[src/hdl/dsc_pkg.sv]
// constants and types for the strobe-interface dram controller
// Operation
// sixteen-bit address sent as two byte halves
// device latches row on row strobe fall
// device latches column on column strobe fall
// column strobe may fall after row hold
// late column strobe still works, access from column
// write data latched by later write/column fall
// early write: write low before column fall; code drops write on the same edge as the column strobe
// late write: write strobe after column fall
// reads keep write strobe high throughout
// read data returns unmodified within access time
// output floats while column strobe high
// output valid until column strobe rises
// page mode: row held, columns strobed
// first page access later time, then column
// page spans 256 columns, any order mix
// all 128 rows refreshed every 2ms; code takes at least 2.03ms at the default interval
// refresh row address on low seven bits
// refresh with column high keeps output floating
// refresh with column low keeps output
// column rise during refresh floats output
// never drop column strobe during refresh
// hidden refresh keeps read data valid
// wait 500us then eight row cycles
// early write keeps output open-circuit
// precharge between cycles, keep row counter
package dsc_pkg;
  localparam int CLK_MHZ = 100;
  localparam int ROW_ADDR_HOLD_NS = 30;
  localparam int ROW_TO_COLUMN_DELAY_NS = 45;
  localparam int ROW_ACCESS_TIME_NS = 250;
  localparam int COLUMN_ACCESS_TIME_NS = 145;
  localparam int RAS_PULSE_NS = 250;
  localparam int RAS_PRECHARGE_NS = 165;
  localparam int CAS_PULSE_NS = 145;
  localparam int CAS_PRECHARGE_NS = 85;
  localparam int WRITE_PULSE_NS = 55;
  localparam int DATA_HOLD_NS = 70;
  localparam int REFRESH_PERIOD_NS = 2000000;
  localparam int POWERUP_NS = 500000;
  localparam int REFRESH_ROWS = 128;
  localparam int INIT_CYCLES = 8;
  function automatic int cyc_min(input int ns);
    return (ns * CLK_MHZ + 999) / 1000 < 1 ? 1 : (ns * CLK_MHZ + 999) / 1000;
  endfunction
  localparam int ROW_ADDR_HOLD_TIME = cyc_min(ROW_ADDR_HOLD_NS);
  localparam int ROW_TO_COLUMN_DELAY = cyc_min(ROW_TO_COLUMN_DELAY_NS);
  localparam int ROW_ACCESS_TIME = cyc_min(ROW_ACCESS_TIME_NS);
  localparam int COLUMN_ACCESS_TIME = cyc_min(COLUMN_ACCESS_TIME_NS) + 2;
  localparam int T_RAS = cyc_min(RAS_PULSE_NS);
  localparam int T_RP = cyc_min(RAS_PRECHARGE_NS);
  localparam int T_CAS = cyc_min(CAS_PULSE_NS) + 2;
  localparam int T_CP = cyc_min(CAS_PRECHARGE_NS);
  localparam int T_WP = cyc_min(WRITE_PULSE_NS);
  localparam int T_DH = cyc_min(DATA_HOLD_NS);
  // first access of a row waits out row access plus three cycles: one edge of margin and the two sync flops
  localparam int T_RD_ROW = ROW_ACCESS_TIME - ROW_TO_COLUMN_DELAY + 3;
  // longest time rounds down
  localparam int T_REF_INT = REFRESH_PERIOD_NS * CLK_MHZ / 1000 / REFRESH_ROWS;
  localparam int T_PWRUP = POWERUP_NS * CLK_MHZ / 1000;
  localparam int CNT_W = 20;
  typedef enum logic [3:0] {
    DSC_INIT = 4'h0, DSC_IDLE = 4'h1, DSC_ROW = 4'h2, DSC_COL = 4'h3,
    DSC_WAIT = 4'h4, DSC_WR = 4'h5, DSC_CPRE = 4'h6, DSC_RASX = 4'h7,
    DSC_PRE = 4'h8, DSC_REF = 4'h9
  } dsc_state_e;
  typedef struct packed {
    logic        write;
    logic [15:0] addr;
    logic        wdata;
    logic        keep_page;
  } dsc_req_s;
  typedef struct packed {
    logic       ras_n;
    logic       cas_n;
    logic       write_n;
    logic [7:0] addr;
    logic       din;
  } dsc_pins_s;
endpackage

[src/hdl/dsc_ctrl.sv]
// controller that drives a 64k x 1 multiplexed-address dram
module dsc_ctrl #(
  parameter int REF_INTERVAL = dsc_pkg::T_REF_INT,
  parameter int PWRUP_WAIT   = dsc_pkg::T_PWRUP
) (
  input  wire logic             i_sys_clk,
  input  wire logic             i_reset_n,
  input  wire logic             i_req_valid,
  input  wire dsc_pkg::dsc_req_s i_req,
  output logic                  o_req_ready,
  output logic                  o_rd_valid,
  output logic                  o_rd_data,
  output dsc_pkg::dsc_pins_s    o_pins,
  input  wire logic             i_dout
);
  dsc_pkg::dsc_state_e state;
  logic [dsc_pkg::CNT_W-1:0] cnt;
  logic [dsc_pkg::CNT_W-1:0] ref_cnt;
  logic [6:0]  ref_row;
  logic [3:0]  init_cnt;
  logic        ref_due;
  logic        page_open;
  logic [7:0]  open_row;
  dsc_pkg::dsc_req_s cur;
  logic        dout_m;
  logic        dout_s;

  wire cnt_done  = (cnt == '0);
  // no request is taken until the start-up row cycles are all done
  wire init_done = (init_cnt == 4'(dsc_pkg::INIT_CYCLES));
  wire take      = (state == dsc_pkg::DSC_IDLE) && i_req_valid && !ref_due
                   && init_done;
  wire page_hit  = page_open && (i_req.addr[15:8] == open_row);
  wire page_take = (state == dsc_pkg::DSC_CPRE) && cnt_done && !ref_due
                   && i_req_valid && page_hit;

  assign o_req_ready = take || page_take;

  function automatic logic [dsc_pkg::CNT_W-1:0] ld(input int n);
    return dsc_pkg::CNT_W'(n - 1);
  endfunction

  // dout pin is asynchronous to this clock
  always_ff @(posedge i_sys_clk or negedge i_reset_n) begin
    if (!i_reset_n) begin
      dout_m <= 1'b0;
      dout_s <= 1'b0;
    end else begin
      dout_m <= i_dout;
      dout_s <= dout_m;
    end
  end

  // refresh pacing: interval counts from the end of each refresh, so all 128 rows take at least 2.03ms by default, against the 2ms required
  always_ff @(posedge i_sys_clk or negedge i_reset_n) begin
    if (!i_reset_n) begin
      ref_cnt <= '0;
      ref_due <= 1'b0;
    end else if (state == dsc_pkg::DSC_REF) begin
      ref_due <= 1'b0;
      ref_cnt <= ld(REF_INTERVAL);
    end else if (ref_cnt == '0) begin
      ref_due <= 1'b1;
      ref_cnt <= ld(REF_INTERVAL);
    end else begin
      ref_cnt <= ref_cnt - 1'b1;
    end
  end

  always_ff @(posedge i_sys_clk or negedge i_reset_n) begin
    if (!i_reset_n) begin
      state      <= dsc_pkg::DSC_INIT;
      cnt        <= dsc_pkg::CNT_W'(PWRUP_WAIT - 1);
      init_cnt   <= 4'h0;
      ref_row    <= 7'h00;
      page_open  <= 1'b0;
      open_row   <= 8'h00;
      cur        <= '0;
      o_pins     <= '{ras_n: 1'b1, cas_n: 1'b1, write_n: 1'b1,
                      addr: 8'h00, din: 1'b0};
      o_rd_valid <= 1'b0;
      o_rd_data  <= 1'b0;
    end else begin
      o_rd_valid <= 1'b0;
      if (!cnt_done) cnt <= cnt - 1'b1;
      unique case (state)
        // pause, then eight row-strobe cycles as refreshes
        dsc_pkg::DSC_INIT: if (cnt_done) begin
          state <= dsc_pkg::DSC_IDLE;
        end
        dsc_pkg::DSC_IDLE: if (ref_due ||
                               init_cnt != 4'(dsc_pkg::INIT_CYCLES)) begin
          o_pins.addr  <= {1'b0, ref_row};
          o_pins.ras_n <= 1'b0;
          state        <= dsc_pkg::DSC_REF;
          cnt          <= ld(dsc_pkg::T_RAS);
        end else if (take) begin
          cur          <= i_req;
          o_pins.addr  <= i_req.addr[15:8];
          o_pins.ras_n <= 1'b0;
          open_row     <= i_req.addr[15:8];
          state        <= dsc_pkg::DSC_ROW;
          cnt          <= ld(dsc_pkg::ROW_ADDR_HOLD_TIME);
        end
        // cas stays high for the whole refresh cycle, no hidden refresh
        dsc_pkg::DSC_REF: if (cnt_done) begin
          o_pins.ras_n <= 1'b1;
          ref_row      <= ref_row + 7'h01;
          if (init_cnt != 4'(dsc_pkg::INIT_CYCLES))
            init_cnt <= init_cnt + 4'h1;
          state        <= dsc_pkg::DSC_PRE;
          cnt          <= ld(dsc_pkg::T_RP);
        end
        dsc_pkg::DSC_ROW: if (cnt_done) begin
          o_pins.addr <= cur.addr[7:0];
          state       <= dsc_pkg::DSC_COL;
          cnt         <= ld(dsc_pkg::ROW_TO_COLUMN_DELAY - dsc_pkg::ROW_ADDR_HOLD_TIME);
        end
        dsc_pkg::DSC_COL: if (cnt_done) begin
          // early write: write strobe and data set on the same edge that cas falls
          o_pins.write_n <= !cur.write;
          o_pins.din     <= cur.wdata;
          o_pins.cas_n   <= 1'b0;
          state          <= dsc_pkg::DSC_WAIT;
          cnt            <= page_open ? ld(dsc_pkg::T_CAS)
                                      : ld(dsc_pkg::T_RD_ROW);
        end
        // first access is row-limited, later page accesses column-limited
        dsc_pkg::DSC_WAIT: if (cnt_done) begin
          if (!cur.write) begin
            o_rd_data  <= dout_s;
            o_rd_valid <= 1'b1;
          end
          state <= dsc_pkg::DSC_WR;
          cnt   <= ld(dsc_pkg::T_DH);
        end
        dsc_pkg::DSC_WR: if (cnt_done) begin
          o_pins.cas_n   <= 1'b1;
          o_pins.write_n <= 1'b1;
          page_open      <= cur.keep_page;
          state          <= cur.keep_page ? dsc_pkg::DSC_CPRE
                                          : dsc_pkg::DSC_RASX;
          cnt            <= ld(dsc_pkg::T_CP);
        end
        // open page: any column of the held row, reads and writes mixed
        dsc_pkg::DSC_CPRE: if (cnt_done) begin
          if (page_take) begin
            cur         <= i_req;
            o_pins.addr <= i_req.addr[7:0];
            state       <= dsc_pkg::DSC_COL;
            cnt         <= ld(1);
          end else begin
            state <= dsc_pkg::DSC_RASX;
          end
        end
        dsc_pkg::DSC_RASX: begin
          o_pins.ras_n <= 1'b1;
          page_open    <= 1'b0;
          state        <= dsc_pkg::DSC_PRE;
          cnt          <= ld(dsc_pkg::T_RP);
        end
        dsc_pkg::DSC_PRE: if (cnt_done) begin
          state <= dsc_pkg::DSC_IDLE;
        end
        default: state <= dsc_pkg::DSC_IDLE;
      endcase
    end
  end
endmodule // dsc_ctrl

[config.mk]
export PLATFORM = sky130hd
export DESIGN_NAME = dsc_ctrl
export DESIGN_NICKNAME = d
export VERILOG_FILES = /design/src/hdl/dsc_pkg.sv /design/src/hdl/dsc_ctrl.sv
export SDC_FILE = /design/constraint.sdc
export NUM_CORES = 1
export LEC_CHECK = 0
export ABC_AREA = 1
export BUFFER_PORTS_ARGS = -buffer_cell sky130_fd_sc_hd__buf_2
export CORE_AREA = 2 2 105 107
export CTS_CLUSTER_DIAMETER = 80
export DETAILED_ROUTE_END_ITERATION = 8
export DIE_AREA = 0 0 107 109
export PLACE_DENSITY = 0.78
export SLEW_MARGIN = 5
export SYNTH_ARGS = -nofsm -noshare
export SYNTH_HDL_FRONTEND = slang
export SYNTH_SLANG_ARGS = --single-unit
[constraint.sdc]
create_clock -name i_sys_clk -period 4.7 [get_ports i_sys_clk]
set_input_delay 1.175 -clock i_sys_clk [delete_from_list [all_inputs] [get_ports i_sys_clk]]
set_output_delay 1.175 -clock i_sys_clk [all_outputs]
set_load 0.005 [all_outputs]
# After elaboration in Yosys (flattened, before gate mapping)
# Index checks and enable logic that the tools add are counted.
[totals] ff_bits=92 input_bits=23 output_inout_bits=15 word_cells=134
[op_classes] n_addsub=4 n_eq_ne=23 muxes=51 bitwise=2 n_reduce_logical=33
[ops] cell="$mux W20" count=12
[ops] cell="$pmux W20 S8" count=1
[ops] cell="$mux W19" count=4
[ops] cell="$logic_not A20 Y1" count=2
[ops] cell="$mux W8" count=5
[ops] cell="$sub A20 B1 Y20 const B" count=2
[ops] cell="$pmux W19 S2" count=1
[ops] cell="$mux W4" count=9
[ops] cell="$pmux W4 S9" count=1
[ops] cell="$pmux W8 S3" count=1
[ops] cell="$ne A2 B2 Y1 const B" count=9
[ops] cell="$eq A4 B3 Y1 const B" count=4
[ops] cell="$reduce_and A3 Y1" count=5
[ops] cell="$eq A4 B4 Y1 const B" count=3
[ops] cell="$mux W1" count=10
[ops] cell="$reduce_and A5 Y1" count=2
[ops] cell="$eq A4 B2 Y1 const B" count=2
[ops] cell="$eq A8 B8 Y1" count=1
[ops] cell="$logic_and A1 B1 Y1" count=8
[ops] cell="$reduce_and A8 Y1" count=1
[ops] cell="$reduce_bool A2 Y1" count=4
[ops] cell="$add A7 B1 Y7 const B" count=1
[ops] cell="$mux W3" count=2
[ops] cell="$reduce_and A2 Y1" count=3
[ops] cell="other kinds (15)" count=20

# Longest topological paths before layout
# Gate-level depths: netlist of run 1.
[logic_depth] word_depth=8 depth_mapped=14 depth_no_buf=14

# Worst setup path after synthesis of run 1
# OpenSTA, ideal clock, no wires.
[synth_path] path_type="input port to output port" startpoint="in i_req[10] (netlist name)" endpoint="out o_req_ready" t_arrival_ns=2.057 required_ns=3.525 setup_slack_ns=1.468 stages=9 n_path_buf=1 cell_sequence="inv_1 > nand2_1 > o21ai_0 > nor2_1 > nand3_1 > nor2_1 > nand2_4 > nand2_2 > buf_4"
[synth_between] elab_chain_cells=4
[synth_rtl] item="from (decl)" line="dsc_ctrl.sv:9" text="input wire dsc_pkg::dsc_req_s i_req,"
[synth_rtl] item="$eq A8 B8 Y1" line="dsc_ctrl.sv:33" text="wire page_hit = page_open && (i_req.addr[15:8] == open_row);"
[synth_rtl] item="$logic_and A1 B1 Y1" line="dsc_ctrl.sv:33"
[synth_rtl] item="$logic_and A1 B1 Y1" line="dsc_ctrl.sv:35" text="&& i_req_valid && page_hit;"
[synth_rtl] item="$logic_or A1 B1 Y1" line="dsc_ctrl.sv:37" text="assign o_req_ready = take || page_take;"
[synth_rtl] item="to (decl)" line="dsc_ctrl.sv:10" text="output logic o_req_ready,"
# Every way passes these cells.

# Final worst setup path of run 1
[layout_path] startpoint="reg init_cnt[0]" endpoint="out o_req_ready"
[layout_between] elab_chain_cells=3
[layout_rtl] item="from (decl)" line="dsc_ctrl.sv:20" text="logic [3:0] init_cnt;"
[layout_rtl] item="from (signal assigned)" line="dsc_ctrl.sv:110" text="init_cnt <= init_cnt + 4'h1;"
[layout_rtl] item="$eq A4 B4 Y1" line="dsc_ctrl.sv:30" text="wire init_done = (init_cnt == 4'(dsc_pkg::INIT_CYCLES));"
[layout_rtl] item="$logic_and A1 B1 Y1" line="dsc_ctrl.sv:32" text="&& init_done;"
[layout_rtl] item="$logic_or A1 B1 Y1" line="dsc_ctrl.sv:37"
# Every way passes these cells.

==> results of run 1 <==
-- per-layer routing --
layer,GRT usage,up-vias,routed length [µm]
li1,-,2167,-
met1,0.273,2080,5170
met2,0.345,124,5630
met3,0.0442,28,567
met4,0.0946,0,415
met5,0,-,0
-- critical path, stage by stage (launching register included) --
cell	delay [ps]
dfrtp_1	410
inv_1	90
ha_1	180
nand3_1	410
nor2_1	310
nand2_1	470
nand2_2	450
buf_2	180
-- cells in the final DEF (no fill, tap or decap), types with 14 or more instances in the layout --
cell type | netlist | routed
a21oi_1 | 17 | 17
buf_2 | 3 | 36
dfrtp_1 | 80 | 80
inv_1 | 64 | 64
inv_2 | 14 | 14
nand2_1 | 162 | 162
nand3_1 | 49 | 49
nor2_1 | 101 | 101
o21ai_0 | 37 | 37
xnor2_1 | 14 | 14
xor2_1 | 25 | 25
-- through the flow --
step	cells	hold WS, ps
3_5_place_dp	830	337
6_report	846	354
2_1_floorplan	660	331
5_1_grt	846	362
3_3_place_gp	830	336
4_1_cts	846	357
-- power breakdown --
group	switching (mW)	internal, mW	leakage, nW	total, mW
combinational	0.0249	0.00907	1.63	0.0340
clock	0.286	0.248	0.0862	0.534
sequential	0.000203	0.792	1.15	0.792
total	0.311	1.05	2.87	1.36
-- flip-flops by register name (all words and copies together) (netlist names) --
signal and cells:
o_rd_data 1, ref_due 1, page_open 1, open_row 8, state 4, o_rd_valid 1
ref_row 7, cnt 20, init_cnt 4, dout_s 1, o_pins 12, dout_m 1
cur 11, ref_cnt 20
-- area by class of cell --
type | instances | area, µm² | area share
clock buffers | 11 | 131 | 0.0232
clock inverters | 5 | 61.3 | 0.0108
inverters | 79 | 297 | 0.0524
multi-input cells | 481 | 2480 | 0.438
flip-flops and latches | 92 | 2320 | 0.410
well taps | 140 | 175 | 0.0310
repair buffers | 38 | 195 | 0.0345
-- worst paths after layout --
path / startpoint / endpoint / slack, ps / cells past startpoint
hold reg to reg: dout_m / dout_s / 350 / 0
hold / removal: dout_m / dout_s / 350 / 0
setup / recovery: init_cnt[0] / o_req_ready / 640 / 7
setup reg to reg: init_cnt[0] / cur[0] / 2090 / 8
max in group asynchronous: i_reset_n / cnt[1] / 2900 / 2
min in group asynchronous: i_reset_n / ref_cnt[6] / 900 / 1
-- logic make-up (layout without fill, tap and decap cells) --
kind of cell | Yosys count | count (layout) | share of synthesized area
and+or+nand+nor | 364 | 364 | 0.317
DFF | 92 | 92 | 0.450
buffers and inverters | 87 | 133 | 0.0678
AOI/OAI and AO/OA | 66 | 66 | 0.0700
xor gates and xnor gates | 39 | 39 | 0.0664
adders and majority gates | 9 | 9 | 0.0219
muxes | 3 | 3 | 0.00656
==> impl_metrics.ini, run 1 <==
[routing]
vias_per_cell = 5.20
ant_nets = 0
routedWlPerCell_um = 13.9
drt-total-wl_um = 11800
drc = 0
num_vias = 4399
dr.pass1.iters = 5
drt_iter0_drc = 354

[timing]
period_needed_ps = 4060
maxSlewViolCount = 0
clock.fmax_mhz = 247
tightest_slew_ps = 872
rsz0062_at_grt = no
maxSlewHeadroom = 0.419
timing.final.crit_share = 0.863
setup_ws_ps = 644
setup_viol = 0
timing.final.hold_violations = 0
skew_ps = 15.5
tns_ps = 0

[finish]
layout-drive-gt1-share = 0.156
final_util = 0.534
postLayoutCellArea_mm2 = 0.00566
final_net_count = 733
fillers = 999
antenna_cells = 0
area_growth_pct = 9.92

[logic_synthesis]
ys_top_cells_by_count = nand2_1 (162), nor2_1 (101), dfrtp_1 (80)
synth_top_area_frac = 0.389
synth_top_cell_by_area = dfrtp_1
ys_seq_area_frac = 0.450
synth_warnings = 0
syn_nets = 692
yosysMostFrequentCell = nand2_1
ys_top_cells_by_area = dfrtp_1 (39%), nand2_1 (12%), nor2_1 (7.4%)
syn-mean-instance-area_um2 = 7.80
synthCells = 660
synth_seq_cells = 92
async_flop_share = 1.00
ys.flop_type = dfrtp_1
synth-edff-count = 0
ys_types = 41
synth_area_mm2 = 0.00515

[die]
pin_count = 38
row_count = 38
die_h_um = 109
die_w_um = 107
die-area_mm2 = 0.0117
initial_core_util = 0.485
core_mm2 = 0.0106

[status]
status = finished clean

[clock_network]
numCtsBuffers = 9
clk_latency_ps = 370
cts_hold_buf = 0
cts_max_level = 3
clock-sinks = 92
postCtsResizedCells = 0
cts_max_path_buffers = 2
postCtsSetupRepairBufs = 0
cts-root-buf = clkbuf_8
path_clk_slew_ps = 90
cts_tree = done

[power]
finalPower_mw = 1.36
ir_drop_mv = 0.121
power.density_mw_per_mm2 = 240
total_leakage_power_nw = 2.87

[global_route]
grt_pass1_vias = 4234
grtUsageTotal = 0.211
grt_pass1_wl_um = 19500
grt_antenna_before_repair = 0
grt_max_degree = 71
gr-total-overflow = 0

[critical_path]
worst_ep_arrival_time_ps = 2880
cp-end-kind = output pin
crit_type = reg -> out
crit_fanout = 23
required_ps = 3520
cp-start-kind = flop

[place]
dp_hpwl_um = 8850
place.gp.congestion = 0.959
place_area_mm2 = 0.00546
post-place-ws_ps = 1100
portBuffers = 37

[min_path]
hold_path_class = reg -> reg

[run]
cap_violations = 0
Power figures use the tool's default switching activity.
==> run 2: changes to the inputs <==
ABC_AREA = unset   (was 1)
==> impl_metrics.ini, run 2 <==
[critical_path]
worst_ep_arrival_time_ps = 2750
startpoint = cnt[5]
crit_type = reg -> out
required_ps = 3520
r2r_end = cur[8]
cp-start-kind = flop
cp-end-kind = output pin
worstRegToRegCells = 6
reg2reg_from = cnt[5]
r2r_slack_ps = 1730
crit_fanout = 30
endpoint = o_req_ready

[logic_synthesis]
synth_warnings = 0
yosysMostFrequentCell = dfrtp_1
syn_nets = 555
ys.flop_type = dfrtp_1
ys_top_cells_by_area = dfrtp_1 (39%), mux2_2 (6.5%), dfstp_2 (6.1%)
synth-edff-count = 0
synthCells = 523
ys_top_cells_by_count = dfrtp_1 (80), nor2_1 (52), nand2_1 (41)
syn-mean-instance-area_um2 = 9.88
synth_seq_cells = 92
synth_area_mm2 = 0.00517
synth_top_area_frac = 0.387
synth_top_cell_by_area = dfrtp_1
ys_seq_area_frac = 0.448
ys_types = 68
async_flop_share = 1.00

[routing]
drt-total-wl_um = 11600
num_vias = 4081
ant_nets = 0
routedWlPerCell_um = 16.6
dr.pass1.iters = 5
vias_per_cell = 5.86
drt_iter0_drc = 434
drc = 0

[timing]
period_needed_ps = 3930
tns_ps = 0
tightest_slew_ps = 1040
setup_ws_ps = 774
timing.final.crit_share = 0.835
clock.fmax_mhz = 255
setup_viol = 0
timing.final.hold_violations = 0
hold_ws_ps = 368
maxSlewViolCount = 0
maxSlewHeadroom = 0.304
rsz0062_at_grt = no
skew_ps = 9.75

[finish]
instances_no_fill = 697
largestRegisters = cnt: 20 flops, ref_cnt: 20 flops, o_pins: 12 flops
layout-drive-gt1-share = 0.205
fillers = 947
layout_common_cells = dfrtp_1 (80), nor2_1 (52), nand2_1 (41)
postLayoutCellArea_mm2 = 0.00566
final_common_cell = dfrtp_1
area_growth_pct = 9.44
final_util = 0.533
final_net_count = 585
antenna_cells = 0

[clock_network]
cts_max_path_buffers = 2
postCtsSetupRepairBufs = 0
path_clk_slew_ps = 80
numCtsBuffers = 9
cts-root-buf = clkbuf_8
clk_latency_ps = 360
cts_hold_buf = 0
cts_max_level = 3
clock-sinks = 92
cts_tree = done
postCtsResizedCells = 0

[power]
total_leakage_power_nw = 2.57
comb_power_share = 0.026
seq_power_share = 0.606
finalPower_mw = 1.31
ir_drop_mv = 0.159
p_clk_frac = 0.368
p_switching_mw = 0.286
power.density_mw_per_mm2 = 231
p_int_mw = 1.02
switching_share = 0.219

[die]
pin_count = 38
die_w_um = 107
core_mm2 = 0.0106
row_count = 38
die_h_um = 109
initial_core_util = 0.487
die-area_mm2 = 0.0117

[place]
dp_hpwl_um = 8160
place.gp.congestion = 0.923
place_area_mm2 = 0.00549
post-place-ws_ps = 1160
dp_cells = 682
portBuffers = 37

[global_route]
grt_use_met1 = 0.291
grt_max_degree = 74
grt_antenna_before_repair = 0
top_usage_layer = met2
grt_pass1_vias = 3994
grt_use_met2 = 0.333
grt_pass1_wl_um = 19400
gr-total-overflow = 0
use_met3 = 0.0406
grtUsageTotal = 0.210

[min_path]
hold_path_class = reg -> reg

[run]
cap_violations = 0

[status]
status = finished clean
==> run 2: changes by cell type after synthesis, moves of 8 or more <==
cell	change
mux2_2	+27
nand3_1	-35
xor2_1	+8
nor4_1	+9
inv_1	-52
o21ai_0	-20
nor3_1	+16
nand2_2	-12
clkbuf_1	+16
nor2_1	-49
inv_2	-14
or3_1	+9
o211ai_1	+20
nand2_1	-121
==> run 2: area by class of cell <==
type / instances / area (µm²) / share of cell area
clock buffer: 14 / 163 / 0.0288
clock inverter: 1 / 7.51 / 0.00133
inverter: 12 / 45.0 / 0.00796
multi-input combinational: 391 / 2690 / 0.475
sequential: 92 / 2320 / 0.410
tap: 140 / 175 / 0.0310
timing repair buffer: 47 / 263 / 0.0465
==> run 2: power by group through the flow <==
| stage | Clock [mW] | Combinational, mW | Sequential, mW |
|---|---|---|---|
| after floorplan | 0 | 0.00383 | 0.808 |
| after global placement | 0 | 0.0336 | 0.808 |
| after detailed placement | 0 | 0.0349 | 0.808 |
| after CTS | 0.493 | 0.0349 | 0.792 |
| after global routing | 0.526 | 0.0389 | 0.793 |
| final | 0.481 | 0.0336 | 0.792 |
==> run 2: kinds of logic after synthesis <==
kind of cell | after synthesis | synth area share
flip-flops | 92 | 0.448
XOR/XNOR | 50 | 0.0847
multiplexers | 39 | 0.0833
buffers and inverters | 40 | 0.0320
AO/OA/AOI/OAI | 92 | 0.124
AND/OR/NAND/NOR | 201 | 0.205
adder cells (fa/ha/maj) | 9 | 0.0218
==> run 2: metal layers <==
metal | share of wire | wire (µm)
met1 | 0.46 | 5310
met2 | 0.48 | 5550
met3 | 0.051 | 597
met4 | 0.012 | 144
met5 | 0 | 0
==> run 2: worst min-delay path by stage <==
stage / slack, ps / cells past startpoint / endpoint / from
final: 370 / 0 / dout_s / dout_m
after floorplan: 330 / 0 / dout_s / dout_m
after detailed placement: 340 / 0 / dout_s / dout_m
after global placement: 330 / 0 / dout_s / dout_m
after CTS: 370 / 0 / dout_s / dout_m
after global routing: 390 / 0 / dout_s / dout_m
==> run 2: worst max-delay path, cell delays in order (launching register included) <==
cell and delay [ps]:
dfrtp_1 440, or4_4 530, or3_4 500, or3_1 500, o31ai_1 260, buf_2 150
==> run 3: changes to the inputs <==
clock period = 3.7 ns   (was 4.7 ns; I/O delays follow)
==> impl_metrics.ini, run 3 (synthesis results as in run 2) <==
[die]
pin_count = 38
die-area_mm2 = 0.0117
core_mm2 = 0.0106
row_count = 38
die_w_um = 107
initial_core_util = 0.487
die_h_um = 109

[global_route]
grt_pass1_vias = 3899
gr-total-overflow = 0
grt_pass1_wl_um = 19200
grt_antenna_before_repair = 0
grtUsageTotal = 0.209
grt_max_degree = 66

[min_path]
hold_path_class = reg -> reg

[finish]
fillers = 945
layout_common_cells = dfrtp_1 (80), nor2_1 (52), nand2_1 (41)
final_common_cell = dfrtp_1
largestRegisters = cnt: 20 flops, ref_cnt: 20 flops, o_pins: 12 flops
final_net_count = 591
layout-drive-gt1-share = 0.218
register_area_mm2 = 0.00232
antenna_cells = 0
instances_no_fill = 704
multi_input_area_mm2 = 0.00269
area_growth_pct = 11.4

[clock_network]
cts_max_path_buffers = 2
clock-sinks = 92
postCtsSetupRepairBufs = 0
postCtsResizedCells = 0
numCtsBuffers = 9
cts-root-buf = clkbuf_8
cts_tree = done
cts_max_level = 3
path_clk_slew_ps = 90
clk_latency_ps = 370
cts_hold_buf = 0

[critical_path]
crit_fanout = 5
slowest_stage = or4_4
required_ps = 2770
cp-end-kind = output pin
crit_family = simple AND/OR/NAND/NOR gates
cpPeakStageDelay_ps = 530
worstPathCellList = or4_4 > or3_4 > or3_1 > o31ai_1 > buf_2
cp-start-kind = flop
worst_ep_arrival_time_ps = 2560
worst-path-buf-inv = 1
crit_type = reg -> out

[timing]
tightest_slew_ps = 989
skew_ps = 15.4
tns_ps = 0
rsz0062_at_grt = no
maxSlewHeadroom = 0.336
setup_ws_ps = 218
clock.fmax_mhz = 287
setup_viol = 0
timing.final.crit_share = 0.941
maxSlewViolCount = 0
period_needed_ps = 3480
timing.final.hold_violations = 0

[place]
dp_hpwl_um = 8120
dp_cells = 688
post-place-ws_ps = 610
place.gp.congestion = 0.950
portBuffers = 37

[routing]
ant_nets = 0
dr.pass1.iters = 5
drt_iter0_drc = 341
drc = 0
vias_per_cell = 5.89
num_vias = 4145
drt-total-wl_um = 11700
routedWlPerCell_um = 16.6

[power]
ir_drop_mv = 0.267
total_leakage_power_nw = 2.63
power.density_mw_per_mm2 = 315

[run]
cap_violations = 0

[status]
status = finished clean
-- run 3: where the power goes --
| group | total (mW) | switching, mW | internal [mW] | leakage [nW] |
|---|---|---|---|---|
| logic | 0.0441 | 0.0313 | 0.0128 | 1.31 |
| registers | 1.01 | 0.000246 | 1.01 | 1.20 |
| clock network | 0.764 | 0.347 | 0.417 | 0.113 |
| total | 1.81 | 0.378 | 1.44 | 2.63 |
-- run 3: path summary, 6_finish.rpt --
path | startpoint | slack (ps) | to | depth (start not counted)
setup / recovery | cnt[5] | 220 | o_req_ready | 5
hold / removal | dout_m | 370 | dout_s | 0
setup reg to reg | cnt[5] | 660 | cur[5] | 7
hold reg to reg | dout_m | 370 | dout_s | 0
max in group asynchronous | i_reset_n | 2310 | open_row[5] | 2
min in group asynchronous | i_reset_n | 660 | cnt[13] | 1
-- run 3: routing by layer --
metal | share of wire | track usage | vias up | wire length, µm
met5 | 0 | 0 | - | 0
met1 | 0.47 | 0.298 | 2065 | 5450
li1 | - | - | 1960 | -
met2 | 0.47 | 0.323 | 105 | 5500
met4 | 0.015 | 0.0724 | 0 | 176
met3 | 0.045 | 0.0377 | 15 | 530
-- run 3: final cells by class --
type	instances	share of cell area
Multi-Input combinational cell	391	0.466
Clock inverter	4	0.0126
Inverter	12	0.00782
Timing Repair Buffer	53	0.0535
Tap cell	140	0.0304
Clock buffer	12	0.0269
Sequential cell	92	0.402
-- run 3: metrics by stage --
stage                     power, mW  hold slack, ps  area [µm²]  utilization
after floorplan                1.03             331        5170            -
after global placement         1.07             333        5530        0.522
after detailed placement       1.07             342        5530        0.522
after CTS                      1.84             372        5760        0.543
after global routing           1.88             393        5760        0.543
final                          1.81             367        5760        0.543
